--- config.mk ---
export PLATFORM = sky130hd
export DESIGN_NAME = sltic_link_ctrl
export DESIGN_NICKNAME = d
export VERILOG_FILES = /design/src/hw/sltic_link_ctrl.v /design/src/hw/sltic_pattern_gen.v
export VERILOG_INCLUDE_DIRS = /design/src /design/src/hw
export SDC_FILE = /design/constraint.sdc
export NUM_CORES = 1
export LEC_CHECK = 0
export BUFFER_PORTS_ARGS = -buffer_cell sky130_fd_sc_hd__buf_2
export CORE_UTILIZATION = 45
export CTS_BUF_LIST = sky130_fd_sc_hd__clkbuf_4 sky130_fd_sc_hd__clkbuf_8 sky130_fd_sc_hd__clkbuf_16
export DETAILED_ROUTE_END_ITERATION = 16
export GPL_TIMING_DRIVEN = 0
export PLACE_DENSITY = 0.59
export SLEW_MARGIN = 20
export SYNTH_ARGS = -nofsm -noshare
export SYNTH_HDL_FRONTEND = slang
export SYNTH_SLANG_ARGS = --single-unit
--- constraint.sdc ---
create_clock -name mclk -period 10 [get_ports mclk]
set_input_delay 2 -clock mclk [delete_from_list [all_inputs] [get_ports mclk]]
set_output_delay 2 -clock mclk [all_outputs]
set_load 0.02 [all_outputs]
--- src/hw/sltic_regs.vh ---
`ifndef SLTIC_REGS_VH
`define SLTIC_REGS_VH

// Register indices; byte address is four times the index
`define SLTIC_IDX_SYNC_CTRL   12'h572
`define SLTIC_IDX_CHK_TEST    12'h573
`define SLTIC_IDX_ALIGN_DLY   12'h574
`define SLTIC_IDX_LMFC_OFS    12'h578
`define SLTIC_IDX_CFG0        12'h600
`define SLTIC_IDX_CFG1        12'h601
`define SLTIC_IDX_CFG2        12'h602
`define SLTIC_IDX_CFG3        12'h603
`define SLTIC_IDX_USER_PAT    12'h604
`define SLTIC_IDX_STATUS      12'h605

// Reset values
`define SLTIC_RST_BYTE        8'h00
`define SLTIC_RST_WORD        32'h0000_0000

// Checksum and test select fields
`define SLTIC_CHK_MSB         7
`define SLTIC_CHK_LSB         6
`define SLTIC_INJ_MSB         5
`define SLTIC_INJ_LSB         4
`define SLTIC_PAT_MSB         3
`define SLTIC_PAT_LSB         0
`define SLTIC_CHK_TABLE       2'h0
`define SLTIC_CHK_FIELDS      2'h1
`define SLTIC_CHK_ZERO        2'h2
`define SLTIC_INJ_SAMPLE      2'h0
`define SLTIC_INJ_ENCODER     2'h1
`define SLTIC_INJ_SCRAMBLER   2'h2

// Alignment delay and sync control fields
`define SLTIC_DLY_MSB         7
`define SLTIC_DLY_LSB         4
`define SLTIC_SYNC_MSB        7
`define SLTIC_SYNC_LSB        6
`define SLTIC_SYNC_FORCE_CGS  2'h2
`define SLTIC_SYNC_FORCE_DATA 2'h3
`define SLTIC_OFS_MSB         4

// Test pattern codes
`define SLTIC_PAT_NORMAL      4'h0
`define SLTIC_PAT_CHECKER     4'h1
`define SLTIC_PAT_TOGGLE      4'h2
`define SLTIC_PAT_PN31        4'h3
`define SLTIC_PAT_PN23        4'h4
`define SLTIC_PAT_PN15        4'h5
`define SLTIC_PAT_PN9         4'h6
`define SLTIC_PAT_PN7         4'h7
`define SLTIC_PAT_RAMP        4'h8
`define SLTIC_PAT_USER_REP    4'he
`define SLTIC_PAT_USER_ONE    4'hf

// AXI responses
`define SLTIC_RESP_OKAY       2'h0
`define SLTIC_RESP_SLVERR     2'h2

`endif
--- src/hw/sltic_link_ctrl.v ---
// Notes on behaviour
// Checksum mode 00: sum all table octets
// Checksum mode 01: sum LSB-aligned config fields
// Checksum mode 10: checksum sent as zero
// Injection 1: 10-bit symbols after encoder
// Injection 2: octets at scrambler input
// Pattern 0 normal, 1 checkerboard, 2 toggle
// Pattern 3: PN x^31+x^28+1
// Pattern 4: PN x^23+x^18+1
// Pattern 5: PN x^15+x^14+1
// Pattern 6: PN x^9+x^5+1
// Pattern 7: PN x^7+x^6+1
// ILAS on (n+1)th boundary after sync release
// Sync request drives CGS unless forced
// Reference input loads multiframe phase offset
// Injection 0 at samples; reserved codes normal (reserved pattern codes 9-13 still set an injection flag, with a zero word)
//
// The AXI4-Lite slave port is this design's own decision.
`timescale 1ns/1ps
`include "sltic_regs.vh"

module sltic_link_ctrl #(
  parameter ADDR_W      = 16,
  parameter WORD_W      = 16,
  parameter FRAME_DIV   = 4,
  parameter LMFC_FRAMES = 32,
  parameter ILAS_MF     = 4
) (
  // Clock and reset
  input  wire              mclk,
  input  wire              reset_n,
  // AXI4-Lite write
  input  wire [ADDR_W-1:0] s_axi_awaddr,
  input  wire              s_axi_awvalid,
  output reg               s_axi_awready,
  input  wire [31:0]       s_axi_wdata,
  input  wire [3:0]        s_axi_wstrb,
  input  wire              s_axi_wvalid,
  output reg               s_axi_wready,
  output reg  [1:0]        s_axi_bresp,
  output reg               s_axi_bvalid,
  input  wire              s_axi_bready,
  // AXI4-Lite read
  input  wire [ADDR_W-1:0] s_axi_araddr,
  input  wire              s_axi_arvalid,
  output reg               s_axi_arready,
  output reg  [31:0]       s_axi_rdata,
  output reg  [1:0]        s_axi_rresp,
  output reg               s_axi_rvalid,
  input  wire              s_axi_rready,
  // Link pins
  input  wire              syncRequestIn_n,
  input  wire              systemReferenceIn,
  // Link timing and state
  output reg               lmfcBoundary_ff,
  output reg  [3:0]        linkState_ff,
  output reg               ilasStart_ff,
  output reg  [7:0]        checksum_ff,
  // Test injection
  output reg               testStrobe_ff,
  output wire [WORD_W-1:0] testData_ff,
  output reg               injSample_ff,
  output reg               injEncoder_ff,
  output reg               injScrambler_ff
);

  localparam ST_CGS  = 4'b0001;
  localparam ST_WAIT = 4'b0010;
  localparam ST_ILAS = 4'b0100;
  localparam ST_DATA = 4'b1000;

  localparam [7:0] DIV_LAST  = FRAME_DIV[7:0] - 8'h01;
  localparam [4:0] LMFC_LAST = LMFC_FRAMES[4:0] - 5'h01;
  localparam [3:0] ILAS_LAST = ILAS_MF[3:0] - 4'h1;

  // Registers
  reg  [7:0]  syncCtrl_ff;
  reg  [7:0]  chkTest_ff;
  reg  [7:0]  alignDly_ff;
  reg  [7:0]  lmfcOfs_ff;
  reg  [31:0] cfg0_ff;
  reg  [31:0] cfg1_ff;
  reg  [31:0] cfg2_ff;
  reg  [31:0] cfg3_ff;
  reg  [31:0] userPat_ff;
  // Bus state
  reg              awHeld_ff;
  reg              wHeld_ff;
  reg [ADDR_W-1:0] awAddr_ff;
  reg [31:0]       wData_ff;
  reg [3:0]        wStrb_ff;
  // Link timing
  reg  [7:0]  divCnt_ff;
  reg         frameEn_ff;
  reg  [4:0]  lmfcCnt_ff;
  reg         sysrefLast_ff;
  reg  [3:0]  mfCnt_ff;
  reg  [3:0]  nxt_linkState;
  reg  [3:0]  nxt_mfCnt;
  reg         nxt_ilasStart;

  wire [1:0]  chkMode   = chkTest_ff[`SLTIC_CHK_MSB:`SLTIC_CHK_LSB];
  wire [1:0]  injPoint  = chkTest_ff[`SLTIC_INJ_MSB:`SLTIC_INJ_LSB];
  wire [3:0]  patSel    = chkTest_ff[`SLTIC_PAT_MSB:`SLTIC_PAT_LSB];
  wire [3:0]  ilasDelay = alignDly_ff[`SLTIC_DLY_MSB:`SLTIC_DLY_LSB];
  wire [1:0]  syncMode  = syncCtrl_ff[`SLTIC_SYNC_MSB:`SLTIC_SYNC_LSB];
  wire [103:0] cfgTable = {cfg3_ff[7:0], cfg2_ff, cfg1_ff, cfg0_ff};
  wire        sysrefRise = systemReferenceIn & ~sysrefLast_ff;
  wire        boundary  = frameEn_ff && (lmfcCnt_ff == LMFC_LAST);
  wire        syncReq;

  // Register select: 4'hf marks an unmapped address
  function [3:0] regSel;
    input [ADDR_W-1:0] addr;
    begin
      if (addr[1:0] != 2'b00 || addr[ADDR_W-1:14] != 0)
        regSel = 4'hf;
      else begin
        case (addr[13:2])
          `SLTIC_IDX_SYNC_CTRL: regSel = 4'h0;
          `SLTIC_IDX_CHK_TEST:  regSel = 4'h1;
          `SLTIC_IDX_ALIGN_DLY: regSel = 4'h2;
          `SLTIC_IDX_LMFC_OFS:  regSel = 4'h3;
          `SLTIC_IDX_CFG0:      regSel = 4'h4;
          `SLTIC_IDX_CFG1:      regSel = 4'h5;
          `SLTIC_IDX_CFG2:      regSel = 4'h6;
          `SLTIC_IDX_CFG3:      regSel = 4'h7;
          `SLTIC_IDX_USER_PAT:  regSel = 4'h8;
          `SLTIC_IDX_STATUS:    regSel = 4'h9;
          default:              regSel = 4'hf;
        endcase
      end
    end
  endfunction

  function [31:0] applyStrb;
    input [31:0] old;
    input [31:0] data;
    input [3:0]  strb;
    integer      i;
    begin
      applyStrb = old;
      for (i = 0; i < 4; i = i + 1)
        if (strb[i])
          applyStrb[8*i+:8] = data[8*i+:8];
    end
  endfunction

  // Octets are the fixed table image; fields are summed LSB aligned
  function [7:0] lineChecksum;
    input [1:0]   mode;
    input [103:0] t;
    reg   [11:0]  s;
    integer       i;
    begin
      s = 12'h000;
      if (mode == `SLTIC_CHK_FIELDS) begin
        s = s + {4'h0, t[7:0]};
        s = s + {8'h00, t[11:8]} + {8'h00, t[15:12]};
        s = s + {7'h00, t[20:16]} + {11'h000, t[21]} + {11'h000, t[22]};
        s = s + {7'h00, t[28:24]} + {11'h000, t[31]};
        s = s + {4'h0, t[39:32]} + {7'h00, t[44:40]};
        s = s + {4'h0, t[55:48]};
        s = s + {7'h00, t[60:56]} + {10'h000, t[63:62]};
        s = s + {7'h00, t[68:64]} + {9'h000, t[71:69]};
        s = s + {7'h00, t[76:72]} + {9'h000, t[79:77]};
        s = s + {7'h00, t[84:80]} + {11'h000, t[87]};
        s = s + {4'h0, t[95:88]} + {4'h0, t[103:96]};
      end else if (mode != `SLTIC_CHK_ZERO) begin // see R1
        for (i = 0; i < 13; i = i + 1)
          s = s + {4'h0, t[8*i+:8]};
      end
      lineChecksum = s[7:0];
    end
  endfunction

  // Register read mux; narrow registers sit in the low bits
  function [31:0] readMux;
    input [3:0] sel;
    begin
      case (sel)
        4'h0:    readMux = {24'h00_0000, syncCtrl_ff[7:6], 6'h00};
        4'h1:    readMux = {24'h00_0000, chkTest_ff};
        4'h2:    readMux = {24'h00_0000, alignDly_ff[7:4], 4'h0};
        4'h3:    readMux = {24'h00_0000, 3'h0, lmfcOfs_ff[4:0]};
        4'h4:    readMux = cfg0_ff;
        4'h5:    readMux = cfg1_ff;
        4'h6:    readMux = cfg2_ff;
        4'h7:    readMux = {24'h00_0000, cfg3_ff[7:0]};
        4'h8:    readMux = {16'h0000, userPat_ff[15:0]};
        4'h9:    readMux = {8'h00, checksum_ff, 3'h0, lmfcCnt_ff,
                            4'h0, linkState_ff};
        default: readMux = 32'h0000_0000;
      endcase
    end
  endfunction

  // AXI4-Lite slave: address and data taken in either order
  wire [3:0] wSel   = regSel(awAddr_ff);
  wire       doWrite = awHeld_ff & wHeld_ff & ~s_axi_bvalid;
  wire       awTake  = s_axi_awvalid & s_axi_awready;
  wire       wTake   = s_axi_wvalid & s_axi_wready;
  wire       arTake  = s_axi_arvalid & s_axi_arready;
  wire       bDone   = s_axi_bvalid & s_axi_bready;
  wire       rDone   = s_axi_rvalid & s_axi_rready;
  wire       nxt_awHeld = (awHeld_ff & ~doWrite) | awTake;
  wire       nxt_wHeld  = (wHeld_ff & ~doWrite) | wTake;
  wire       nxt_bvalid = (s_axi_bvalid & ~bDone) | doWrite;
  wire       nxt_rvalid = (s_axi_rvalid & ~rDone) | arTake;

  always @(posedge mclk or negedge reset_n) begin
    if (!reset_n) begin
      s_axi_awready <= 1'b0;
      s_axi_wready  <= 1'b0;
      s_axi_bvalid  <= 1'b0;
      s_axi_bresp   <= `SLTIC_RESP_OKAY;
      s_axi_arready <= 1'b0;
      s_axi_rvalid  <= 1'b0;
      s_axi_rresp   <= `SLTIC_RESP_OKAY;
      s_axi_rdata   <= 32'h0000_0000;
      awHeld_ff     <= 1'b0;
      wHeld_ff      <= 1'b0;
      awAddr_ff     <= {ADDR_W{1'b0}};
      wData_ff      <= 32'h0000_0000;
      wStrb_ff      <= 4'h0;
      syncCtrl_ff   <= `SLTIC_RST_BYTE;
      chkTest_ff    <= `SLTIC_RST_BYTE;
      alignDly_ff   <= `SLTIC_RST_BYTE;
      lmfcOfs_ff    <= `SLTIC_RST_BYTE;
      cfg0_ff       <= `SLTIC_RST_WORD;
      cfg1_ff       <= `SLTIC_RST_WORD;
      cfg2_ff       <= `SLTIC_RST_WORD;
      cfg3_ff       <= `SLTIC_RST_WORD;
      userPat_ff    <= `SLTIC_RST_WORD;
    end else begin
      awHeld_ff     <= nxt_awHeld;
      wHeld_ff      <= nxt_wHeld;
      s_axi_bvalid  <= nxt_bvalid;
      s_axi_rvalid  <= nxt_rvalid;
      // One write and one read in flight at a time
      s_axi_awready <= ~nxt_awHeld & ~nxt_bvalid;
      s_axi_wready  <= ~nxt_wHeld & ~nxt_bvalid;
      s_axi_arready <= ~nxt_rvalid;
      if (awTake)
        awAddr_ff <= s_axi_awaddr;
      if (wTake) begin
        wData_ff <= s_axi_wdata;
        wStrb_ff <= s_axi_wstrb;
      end
      if (arTake) begin
        s_axi_rdata <= readMux(regSel(s_axi_araddr));
        s_axi_rresp <= (regSel(s_axi_araddr) == 4'hf) ?
                       `SLTIC_RESP_SLVERR : `SLTIC_RESP_OKAY;
      end
      if (doWrite) begin
        s_axi_bresp <= (wSel == 4'hf) ?
                       `SLTIC_RESP_SLVERR : `SLTIC_RESP_OKAY;
        if (wStrb_ff[0]) begin
          case (wSel)
            4'h0: syncCtrl_ff <= {wData_ff[7:6], 6'h00};
            4'h1: chkTest_ff  <= wData_ff[7:0];
            4'h2: alignDly_ff <= {wData_ff[7:4], 4'h0};
            4'h3: lmfcOfs_ff  <= {3'h0, wData_ff[4:0]};
            4'h7: cfg3_ff     <= {24'h00_0000, wData_ff[7:0]};
            default: ;
          endcase
        end
        case (wSel)
          4'h4: cfg0_ff <= applyStrb(cfg0_ff, wData_ff, wStrb_ff);
          4'h5: cfg1_ff <= applyStrb(cfg1_ff, wData_ff, wStrb_ff);
          4'h6: cfg2_ff <= applyStrb(cfg2_ff, wData_ff, wStrb_ff);
          4'h8: userPat_ff <= applyStrb(userPat_ff, wData_ff,
                                        wStrb_ff) & 32'h0000_ffff;
          default: ;
        endcase
      end
    end
  end

  // Frame enable and multiframe phase
  always @(posedge mclk or negedge reset_n) begin
    if (!reset_n) begin
      divCnt_ff       <= 8'h00;
      frameEn_ff      <= 1'b0;
      lmfcCnt_ff      <= 5'h00;
      sysrefLast_ff   <= 1'b0;
      lmfcBoundary_ff <= 1'b0;
    end else begin
      sysrefLast_ff   <= systemReferenceIn;
      lmfcBoundary_ff <= boundary;
      if (sysrefRise) begin
        // Restarting the divider keeps the phase deterministic
        divCnt_ff  <= 8'h00;
        frameEn_ff <= 1'b0;
        lmfcCnt_ff <= lmfcOfs_ff[`SLTIC_OFS_MSB:0];
      end else begin
        frameEn_ff <= (divCnt_ff == DIV_LAST);
        divCnt_ff  <= (divCnt_ff == DIV_LAST) ? 8'h00 :
                      divCnt_ff + 8'h01;
        if (frameEn_ff)
          lmfcCnt_ff <= (lmfcCnt_ff == LMFC_LAST) ? 5'h00 :
                        lmfcCnt_ff + 5'h01;
      end
    end
  end

  // Forced modes override the pin; code 01 behaves as normal
  assign syncReq = (syncMode == `SLTIC_SYNC_FORCE_CGS) ? 1'b1 :
                   (syncMode == `SLTIC_SYNC_FORCE_DATA) ? 1'b0 :
                   ~syncRequestIn_n;

  always @* begin
    nxt_linkState = linkState_ff;
    nxt_mfCnt     = mfCnt_ff;
    nxt_ilasStart = 1'b0;
    case (linkState_ff)
      ST_CGS: begin
        if (!syncReq) begin
          nxt_linkState = ST_WAIT;
          nxt_mfCnt     = 4'h0;
        end
      end
      ST_WAIT: begin
        if (syncReq)
          nxt_linkState = ST_CGS;
        else if (boundary) begin
          if (mfCnt_ff == ilasDelay) begin
            nxt_linkState = ST_ILAS;
            nxt_ilasStart = 1'b1;
            nxt_mfCnt     = 4'h0;
          end else
            nxt_mfCnt = mfCnt_ff + 4'h1;
        end
      end
      ST_ILAS: begin
        if (syncReq)
          nxt_linkState = ST_CGS;
        else if (boundary) begin
          if (mfCnt_ff == ILAS_LAST)
            nxt_linkState = ST_DATA;
          else
            nxt_mfCnt = mfCnt_ff + 4'h1;
        end
      end
      ST_DATA: begin
        if (syncReq)
          nxt_linkState = ST_CGS;
      end
      default: nxt_linkState = ST_CGS;
    endcase
  end

  always @(posedge mclk or negedge reset_n) begin
    if (!reset_n) begin
      linkState_ff    <= ST_CGS;
      mfCnt_ff        <= 4'h0;
      ilasStart_ff    <= 1'b0;
      checksum_ff     <= 8'h00;
      testStrobe_ff   <= 1'b0;
      injSample_ff    <= 1'b0;
      injEncoder_ff   <= 1'b0;
      injScrambler_ff <= 1'b0;
    end else begin
      linkState_ff    <= nxt_linkState;
      mfCnt_ff        <= nxt_mfCnt;
      ilasStart_ff    <= nxt_ilasStart;
      checksum_ff     <= lineChecksum(chkMode, cfgTable);
      testStrobe_ff   <= frameEn_ff;
      // Reserved injection code falls back to the sample input
      injSample_ff    <= (patSel != `SLTIC_PAT_NORMAL) &&
                         (injPoint != `SLTIC_INJ_ENCODER) &&
                         (injPoint != `SLTIC_INJ_SCRAMBLER);
      injEncoder_ff   <= (patSel != `SLTIC_PAT_NORMAL) &&
                         (injPoint == `SLTIC_INJ_ENCODER);
      injScrambler_ff <= (patSel != `SLTIC_PAT_NORMAL) &&
                         (injPoint == `SLTIC_INJ_SCRAMBLER);
    end
  end

  sltic_pattern_gen #(
    .WORD_W (WORD_W)
  ) u_pattern (
    .mclk       (mclk),
    .reset_n    (reset_n),
    .stepEn     (frameEn_ff),
    .patSel     (patSel),
    .userWord   (userPat_ff[WORD_W-1:0]),
    .patWord_ff (testData_ff)
  );

endmodule

--- src/hw/sltic_pattern_gen.v ---
`timescale 1ns/1ps
`include "sltic_regs.vh"

module sltic_pattern_gen #(
  parameter WORD_W = 16
) (
  // Clock and reset
  input  wire              mclk,
  input  wire              reset_n,
  // Control
  input  wire              stepEn,
  input  wire [3:0]        patSel,
  input  wire [WORD_W-1:0] userWord,
  // Pattern word
  output reg  [WORD_W-1:0] patWord_ff
);

  reg  [30:0]       lfsr_ff;
  reg  [3:0]        lastSel_ff;
  reg               userSent_ff;
  reg  [WORD_W-1:0] nxt_patWord;
  reg  [30:0]       nxt_lfsr;
  reg               nxt_userSent;
  wire [30+WORD_W:0] pnStep;

  // Advances the chosen PN register by one word; returns {state, word}
  function [30+WORD_W:0] pnAdvance;
    input [30:0] state;
    input [3:0]  sel;
    reg   [30:0] s;
    reg   [WORD_W-1:0] w;
    reg   [30:0] mask;
    reg          fb;
    integer      tapA;
    integer      tapB;
    integer      i;
    begin
      s = state;
      w = {WORD_W{1'b0}};
      case (sel)
        `SLTIC_PAT_PN31: begin tapA = 31; tapB = 28; end
        `SLTIC_PAT_PN23: begin tapA = 23; tapB = 18; end
        `SLTIC_PAT_PN15: begin tapA = 15; tapB = 14; end
        `SLTIC_PAT_PN9:  begin tapA = 9;  tapB = 5;  end
        default:         begin tapA = 7;  tapB = 6;  end
      endcase
      mask = 31'h7fff_ffff >> (31 - tapA);
      for (i = WORD_W - 1; i >= 0; i = i - 1) begin
        fb = s[tapA-1] ^ s[tapB-1];
        w[i] = fb;
        s = {s[29:0], fb} & mask;
      end
      pnAdvance = {s, w};
    end
  endfunction

  assign pnStep = pnAdvance(lfsr_ff, patSel);

  always @* begin
    nxt_patWord  = patWord_ff;
    nxt_lfsr     = lfsr_ff;
    nxt_userSent = userSent_ff;
    if (patSel != lastSel_ff) begin
      // Restart so each new selection begins from a known seed
      nxt_patWord  = {WORD_W{1'b0}};
      nxt_lfsr     = 31'h7fff_ffff;
      nxt_userSent = 1'b0;
    end else if (stepEn) begin
      case (patSel)
        `SLTIC_PAT_CHECKER: begin
          nxt_patWord = (patWord_ff == {(WORD_W/2){2'b10}}) ?
                        {(WORD_W/2){2'b01}} : {(WORD_W/2){2'b10}};
        end
        `SLTIC_PAT_TOGGLE: begin
          nxt_patWord = ~patWord_ff;
        end
        `SLTIC_PAT_PN31, `SLTIC_PAT_PN23, `SLTIC_PAT_PN15,
        `SLTIC_PAT_PN9, `SLTIC_PAT_PN7: begin
          nxt_patWord = pnStep[WORD_W-1:0];
          nxt_lfsr    = pnStep[30+WORD_W:WORD_W];
        end
        `SLTIC_PAT_RAMP: begin
          nxt_patWord = patWord_ff + {{(WORD_W-1){1'b0}}, 1'b1};
        end
        `SLTIC_PAT_USER_REP: begin
          nxt_patWord = userWord;
        end
        `SLTIC_PAT_USER_ONE: begin
          nxt_patWord  = userSent_ff ? {WORD_W{1'b0}} : userWord;
          nxt_userSent = 1'b1;
        end
        default: begin
          nxt_patWord = {WORD_W{1'b0}};
        end
      endcase
    end
  end

  always @(posedge mclk or negedge reset_n) begin
    if (!reset_n) begin
      patWord_ff  <= {WORD_W{1'b0}};
      lfsr_ff     <= 31'h7fff_ffff;
      lastSel_ff  <= 4'h0;
      userSent_ff <= 1'b0;
    end else begin
      patWord_ff  <= nxt_patWord;
      lfsr_ff     <= nxt_lfsr;
      lastSel_ff  <= patSel;
      userSent_ff <= nxt_userSent;
    end
  end

endmodule

==> results of run 1 <==
[registers in the layout, summed over array words and instances (netlist names), 4 cells and up]
register / flops
u_pattern.lfsr_ff: 31
divCnt_ff: 8
cfg3_ff: 8
u_pattern.lastSel_ff: 4
u_pattern.patWord_ff: 16
wData_ff: 32
awAddr_ff: 16
userPat_ff: 16
cfg1_ff: 32
chkTest_ff: 8
linkState_ff: 4
cfg2_ff: 32
checksum_ff: 8
lmfcCnt_ff: 5
alignDly_ff: 4
wStrb_ff: 4
cfg0_ff: 32
mfCnt_ff: 4
lmfcOfs_ff: 5
s_axi_rdata: 32
[logic make-up (layout without fill, tap and decap cells)]
logic type      after synthesis  count (layout)  share of synthesized area, %
simple gates                743             743                          14.7
compound gates              658             658                          18.8
buf+inv                     336             575                          5.45
flops                       321             321                          33.6
mux                         222             222                          10.7
fa+ha+maj                   174             174                          13.5
xor+xnor                     87              87                          3.27
other cells                   1               2                        0.0156
[layer usage]
metal | vias up | part of all wire, % | track usage (%)
met2 | 1203 | 40 | 49.7
met5 | - | 0.012 | 0
met3 | 199 | 12 | 10.6
met4 | 2 | 3.0 | 10.7
li1 | 9540 | - | -
met1 | 11200 | 45 | 55.9
[worst paths after layout]
path	start	to	slack [ps]	cells past startpoint
min in group asynchronous	reset_n	cfg2_ff[29]	1370	1
worst max-delay path	chkTest_ff[0]	u_pattern.patWord_ff[1]	200	40
worst min-delay path	chkTest_ff[1]	u_pattern.lastSel_ff[1]	350	0
worst min register to register	chkTest_ff[1]	u_pattern.lastSel_ff[1]	350	0
max in group asynchronous	reset_n	u_pattern.lfsr_ff[22]	7340	3
worst max register to register	chkTest_ff[0]	u_pattern.patWord_ff[1]	200	40
[final cells by class]
type                       instances  share of cell area, %
buffer                           159                   2.58
clock buffer                      54                   3.94
clock inverter                    13                  0.455
inverter                         176                   2.43
multi-input combinational       1886                   54.4
sequential                       321                   29.3
tap                              688                   3.13
timing repair buffer             173                   3.70
[layout by cell type, fill, tap and decap left out, types with 24 or more instances in the layout]
master and instances:
dfrtp_1 289, nand2_1 267, mux2_2 187, nor2_1 178, inv_1 174, buf_2 157, o21ai_0 155, fa_1 140
a21oi_1 127, clkbuf_1 117, nand3_1 73, xnor2_1 55, a221oi_1 46, clkbuf_16 38, nor3_1 33, ha_1 33
a31oi_1 32, dfstp_2 32, o211ai_1 28, nand2b_1 26, xor2_1 24, buf_4 24
[stage by stage]
stage,util [%],setup slack (ps),instance area (um2),hold WS (ps)
2_1_floorplan,-,805,24000,349
3_3_place_gp,48.6,-3400,25600,358
3_5_place_dp,48.9,-3280,25700,373
4_1_cts,51.9,8.45,27400,357
5_1_grt,52.2,1.12,27500,366
6_report,52.2,199,27500,355
[report_power, final]
group	switching [uW]	leakage [uW]	total [uW]	internal (uW)
Combinational	276	0.00705	484	208
Clock	581	0.000608	1350	767
Sequential	184	0.00421	1630	1450
Total	1040	0.0119	3460	2420
[what timing repair did]
action,in CTS,in global routing
setup endpoints to repair,17,6
pin swaps,10,7
endpoints found under the hold margin,0,0
buffers inserted,16,3
resized for setup,56,31
==> impl_table.tex, run 1 <==
\begin{tabular}{lr}
\hline
Metric & Value \\
\hline
\multicolumn{2}{l}{\textbf{Synth}} \\
\quad Share of the synthesized area in the top cell type & 30.1\% \\
\quad Most frequent cell after synthesis & dfrtp\_1 \\
\quad Syn. warnings & 0 \\
\quad Part of the Yosys area used for sequential elements & 33.6\% \\
\quad Avg Cell Area, Syn & 9.44 um2 \\
\quad Top cells by instance count after synthesis & 289 x dfrtp\_1, 268 x nand2\_1, 187 x mux2\_2, 186 x nor2\_1, 175 x inv\_1 \\
\quad Number of instances in the synthesized netlist & 2,542 \\
\quad Netlist cell types & 105 \\
\quad Area leader, netlist & dfrtp\_1 \\
\quad Synthesized area & 24,000 um2 \\
\quad Fraction of registers with async set/reset & 100\% \\
\quad Cell types occupying the most area after synthesis & dfrtp\_1 30\%, fa\_1 12\%, mux2\_2 8.8\% \\
\quad Post-synthesis sequential element count & 321 \\
\quad Dominant register cell in the synthesized netlist & dfrtp\_1 \\
\quad Number of enable-type register cells in the synthesized netlist & 0 \\
\multicolumn{2}{l}{\textbf{Layout}} \\
\quad \# nets final & 3,006 \\
\quad Fillers & 4,959 \\
\quad Footprint of the multi-input gates & 15,000 um2 \\
\quad N\_diodes & 0 \\
\quad Footprint of the flip-flops and latches & 8070 um2 \\
\quad Synth-to-Final Area Change & 14.7\% \\
\quad Fraction of final layout cells with drive strength greater than 1 & 21.4\% \\
\quad Non-filler instance count after layout & 3,470 \\
\multicolumn{2}{l}{\textbf{Clock tree}} \\
\quad Root buf cell & clkbuf\_16 \\
\quad Number of sinks driven by the clock tree & 321 \\
\quad Clock Latency Late Sink & 570 ps \\
\quad CTS Buf Count & 38 \\
\quad CTS max path bufs & 3 \\
\quad CTS tree & yes \\
\quad Clk slew on worst S/H paths & 60 ps \\
\quad H-tree levels & 2 \\
\quad CTS hold repair buffers & 0 \\
\multicolumn{2}{l}{\textbf{Status}} \\
\quad Status & finished, final reports clean \\
\multicolumn{2}{l}{\textbf{Pwr}} \\
\quad Leakage power figure & 0.0119 uW \\
\quad Power density cells & 126 nW/um2 \\
\quad Sum of internal, switching and leakage power & 3460 uW \\
\quad Worst vdd rail ir drop & 0.000156 V \\
\multicolumn{2}{l}{\textbf{Worst setup path}} \\
\quad Type of element capturing the critical path & flip-flop \\
\quad Maximum single-stage delay on the critical path & 440 ps \\
\quad CP most frequent cell & buf\_6 \\
\quad CP Launch Type & flip-flop \\
\quad Worst path top cell family by delay & compound AO/OA/AOI/OAI gates \\
\quad Crit path buf inv count & 11 \\
\quad CP max FO & 10 \\
\quad Critical path arrival & 10,240 ps \\
\quad Required time of the worst setup path & 10,440 ps \\
\quad Startpoint-to-endpoint class of the critical path & reg -> reg \\
\quad Worst path slowest cell & a311o\_1 \\
\multicolumn{2}{l}{\textbf{Floorplan}} \\
\quad Total core area & 52,700 um2 \\
\quad IO Count & 152 \\
\quad Die ar. & 54,200 um2 \\
\quad Standard-cell rows & 84 \\
\quad Die Height & 233 um \\
\quad Initial standard-cell utilization of the core & 45.6\% \\
\quad Die Width & 233 um \\
\multicolumn{2}{l}{\textbf{Timing}} \\
\quad Final clock skew & 37.1 ps \\
\quad Timing-limited maximum frequency & 0.102 GHz \\
\quad Post-layout min period & 9800 ps \\
\quad Final Hold Vio Count & 0 \\
\quad Summed negative setup slack over all endpoints & 0 ps \\
\quad Max-slew headroom at the worst pin & 19.0\% \\
\quad Unrepaired setup endpoints after global routing & false \\
\quad Number of pins with negative max-slew slack in the final report & 0 \\
\quad Setup Viol. Count Final & 0 \\
\quad Slew at the pin with the worst max-slew slack & 1210 ps \\
\quad Share of the clock period used by the worst path & 98.0\% \\
\multicolumn{2}{l}{\textbf{Detailed routing}} \\
\quad Mean routed wirelength per cell & 28.5 um \\
\quad Count of unresolved DRC violations after routing & 0 \\
\quad Total vias in the final route & 22,100 \\
\quad Total length of routed wires & 99,000 um \\
\quad Number of nets with antenna violations after detailed routing & 0 \\
\quad Count of routing violations after the opening detailed-route iteration & 2,533 \\
\quad Via-per-instance ratio & 6.38 \\
\quad DR pass1 iterations & 6 \\
\multicolumn{2}{l}{\textbf{GRT}} \\
\quad Maximum number of pins on one net before global-route repair & 101 \\
\quad Wire length of the first global-routing pass & 145,000 um \\
\quad Tot GR Track Use & 36.7\% \\
\quad Vias in the first global route & 21,500 \\
\quad Antenna violations before repair & 5 \\
\quad Total grt overflow & 0 \\
\multicolumn{2}{l}{\textbf{Placement}} \\
\quad Weighted congestion reported at the end of routability-driven placement & 1.00 \\
\quad Post-DP HPWL & 77,400 um \\
\quad Number of placed instances, taps included & 3,385 \\
\quad Port bufs & 149 \\
\multicolumn{2}{l}{\textbf{Min path}} \\
\quad Type of the most critical hold path & reg -> reg \\
\multicolumn{2}{l}{\textbf{Run}} \\
\quad Max capacitance violation total & 0 \\
\hline
\end{tabular}
(Power assumes the default switching activity.)
==> run 2, diff against run 1 <==
==> constraint.sdc (replaced) <==
create_clock -name mclk -period 12.2 [get_ports mclk]
set_input_delay 2.44 -clock mclk [delete_from_list [all_inputs] [get_ports mclk]]
set_output_delay 2.44 -clock mclk [all_outputs]
set_load 0.02 [all_outputs]
==> impl_table.tex, run 2 (synthesis gave the netlist of run 1 again) <==
\begin{tabular}{lr}
\hline
Metric & Value \\
\hline
\multicolumn{2}{l}{\textbf{Status}} \\
\quad Status & finished, final reports clean \\
\multicolumn{2}{l}{\textbf{Floorplan}} \\
\quad Die Height & 233 um (unchanged) \\
\quad Total core area & 52,700 um2 (unchanged) \\
\quad Die ar. & 54,200 um2 (unchanged) \\
\quad IO Count & 152 (unchanged) \\
\quad Initial standard-cell utilization of the core & 45.6\% (unchanged) \\
\quad Die Width & 233 um (unchanged) \\
\quad Standard-cell rows & 84 (unchanged) \\
\multicolumn{2}{l}{\textbf{Timing}} \\
\quad Final clock skew & 36.7 ps (-0.401 ps) \\
\quad Post-layout min period & 11,790 ps (+1990 ps) \\
\quad Setup Viol. Count Final & 0 (unchanged) \\
\quad Final Hold Vio Count & 0 (unchanged) \\
\quad Max-slew headroom at the worst pin & 13.8\% (-5.3 points) \\
\quad Slew at the pin with the worst max-slew slack & 1280 ps (+74.0 ps) \\
\quad Timing-limited maximum frequency & 0.0848 GHz (-17\%) \\
\quad Post-layout worst setup margin & 414 ps (+215 ps) \\
\quad Unrepaired setup endpoints after global routing & false \\
\quad Worst hold-check slack & 356 ps (+1.81 ps) \\
\quad Share of the clock period used by the worst path & 96.6\% (-1.4 points) \\
\quad Number of pins with negative max-slew slack in the final report & 0 (unchanged) \\
\multicolumn{2}{l}{\textbf{GRT}} \\
\quad Total grt overflow & 0 (unchanged) \\
\quad Wire length of the first global-routing pass & 144,000 um (-0.39\%) \\
\quad Tot GR Track Use & 36.6\% (-0.10 points) \\
\quad Vias in the first global route & 21,300 (-0.75\%) \\
\quad Maximum number of pins on one net before global-route repair & 101 (unchanged) \\
\quad Antenna violations before repair & 4 (-1) \\
\multicolumn{2}{l}{\textbf{Pwr}} \\
\quad Sum of internal, switching and leakage power & 2840 uW (-18\%) \\
\quad Power density cells & 105 nW/um2 (-17\%) \\
\quad Leakage power figure & 0.0117 uW (-1.1\%) \\
\quad Worst vdd rail ir drop & 0.000128 V (-18\%) \\
\multicolumn{2}{l}{\textbf{Min path}} \\
\quad Hold Path Cell Cnt & 0 (unchanged) \\
\quad Hold-critical path endpoint & u\_pattern.lastSel\_ff[1] \\
\quad Worst Min Path Start & chkTest\_ff[1] \\
\quad Type of the most critical hold path & reg -> reg \\
\multicolumn{2}{l}{\textbf{Detailed routing}} \\
\quad Total length of routed wires & 98,900 um (about the same) \\
\quad Count of routing violations after the opening detailed-route iteration & 2,590 (+2.3\%) \\
\quad Count of unresolved DRC violations after routing & 0 (unchanged) \\
\quad Mean routed wirelength per cell & 28.6 um (+0.31\%) \\
\quad DR pass1 iterations & 8 (+2) \\
\quad Number of nets with antenna violations after detailed routing & 0 (unchanged) \\
\quad Via-per-instance ratio & 6.40 (+0.28\%) \\
\quad Total vias in the final route & 22,100 (-0.12\%) \\
\multicolumn{2}{l}{\textbf{Placement}} \\
\quad Weighted congestion reported at the end of routability-driven placement & 1.00 (unchanged) \\
\quad Post-DP HPWL & 77,400 um (unchanged) \\
\quad Placed Area & 25,700 um2 (unchanged) \\
\quad Worst-case setup slack after placement & -1080 ps (+2200 ps) \\
\quad Port bufs & 149 (unchanged) \\
\multicolumn{2}{l}{\textbf{Layout}} \\
\quad Fillers & 4,996 (+0.75\%) \\
\quad Footprint of the multi-input gates & 14,800 um2 (-1.4\%) \\
\quad Most frequent cells in the layout & 289 x dfrtp\_1, 268 x nand2\_1, 187 x mux2\_2 \\
\quad Synth-to-Final Area Change & 12.8\% \\
\quad Final instance area & 27,100 um2 (-1.6\%) \\
\quad Most frequent standard cell in the layout excluding fill and tap cells & dfrtp\_1 \\
\quad \# nets final & 2,988 (-0.60\%) \\
\quad Fraction of final layout cells with drive strength greater than 1 & 19.8\% (-1.6 points) \\
\quad Footprint of the flip-flops and latches & 8070 um2 (unchanged) \\
\multicolumn{2}{l}{\textbf{Worst setup path}} \\
\quad Critical path arrival & 12,230 ps (+1990 ps) \\
\quad Endpoint of the lowest-slack register-to-register path & u\_pattern.patWord\_ff[1] \\
\quad Setup slack of the worst register-to-register path & 410 ps (+210 ps) \\
\quad Startpoint of the worst-slack reg-to-reg timing path & chkTest\_ff[1] \\
\quad Type of element capturing the critical path & flip-flop \\
\quad CP max FO & 11 (+1) \\
\quad Required time of the worst setup path & 12,640 ps (+2200 ps) \\
\quad Depth of the worst register-to-register path & 38 (-5.0\%) \\
\quad CP most frequent cell & clkbuf\_2 \\
\quad Worst path slowest cell & a221oi\_1 \\
\quad Startpoint-to-endpoint class of the critical path & reg -> reg \\
\quad CP Launch Type & flip-flop \\
\quad Maximum single-stage delay on the critical path & 610 ps (+170 ps) \\
\multicolumn{2}{l}{\textbf{Clock tree}} \\
\quad CTS Buf Count & 38 (unchanged) \\
\quad CTS max path bufs & 3 (unchanged) \\
\quad CTS tree & yes \\
\quad CTS hold repair buffers & 0 (unchanged) \\
\quad Clk slew on worst S/H paths & 60 ps (about the same) \\
\quad Clock Latency Late Sink & 570 ps (about the same) \\
\quad H-tree levels & 2 (unchanged) \\
\quad Number of sinks driven by the clock tree & 321 (unchanged) \\
\quad Root buf cell & clkbuf\_16 \\
\multicolumn{2}{l}{\textbf{Run}} \\
\quad Max capacitance violation total & 0 (unchanged) \\
\hline
\end{tabular}
==> run 2: routing by layer <==
metal  share of wire (%)  wire length (um)  GRT usage, %
met5              0.0091                 9             0
met4                 2.5              2480          9.52
met1                  45             44100          55.7
met3                  12             12300          10.6
met2                  40             40000          50.0
==> run 2: what timing repair did <==
action / CTS / global route
pin swaps: 0 / 0
endpoints found under the hold margin: 0 / 0
gates cloned: 0 / 0
resized for setup: 10 / 12
setup endpoints to repair: 7 / 6
buffers inserted: 0 / 0
==> run 2: worst max path at each step <==
| stage | slack, ps | end | from |
|---|---|---|---|
| after floorplan | 3000 | u_pattern.patWord_ff[1] | chkTest_ff[1] |
| after global placement | -1200 | u_pattern.patWord_ff[1] | chkTest_ff[1] |
| after detailed placement | -1080 | u_pattern.patWord_ff[1] | chkTest_ff[1] |
| after CTS | 30 | u_pattern.patWord_ff[0] | chkTest_ff[1] |
| after global routing | 170 | u_pattern.patWord_ff[1] | chkTest_ff[1] |
| final | 410 | u_pattern.patWord_ff[1] | chkTest_ff[1] |
==> run 2: per-stage QoR <==
| stage | instances | TNS, ps | utilization [%] |
|---|---|---|---|
| after floorplan | 2543 | 0 | - |
| after global placement | 3380 | -6170 | 48.6 |
| after detailed placement | 3385 | -5400 | 48.9 |
| after CTS | 3452 | 0 | 51.3 |
| after global routing | 3452 | 0 | 51.4 |
| final | 3456 | 0 | 51.4 |
==> run 2: report_power, final <==
part	total [uW]	switching (uW)	internal, uW	leakage (uW)
registers	1340	151	1190	0.00421
logic	395	226	169	0.00692
clock network	1110	477	629	0.000608
==> run 2: worst max-delay path: cells and delay by family (launching register included) <==
family / cells / cell delay [ps]
AO/OA/AOI/OAI: 13 / 4030
buffers and inverters: 10 / 2790
AND/OR/NAND/NOR: 7 / 1720
multiplexers: 5 / 1610
XOR/XNOR: 2 / 770
flip-flops: 1 / 380
adder cells (fa/ha/maj): 1 / 330
==> run 2: layout make-up <==
| class | instances | area share, % |
|---|---|---|
| multi-input combinational | 1886 | 54.5 |
| sequential | 321 | 29.8 |
| clock buffer | 54 | 4.00 |
| tap | 688 | 3.18 |
| timing repair buffer | 154 | 3.14 |
| inverter | 176 | 2.45 |
| buffer | 160 | 2.41 |
| clock inverter | 13 | 0.462 |
| antenna | 4 | 0.0370 |
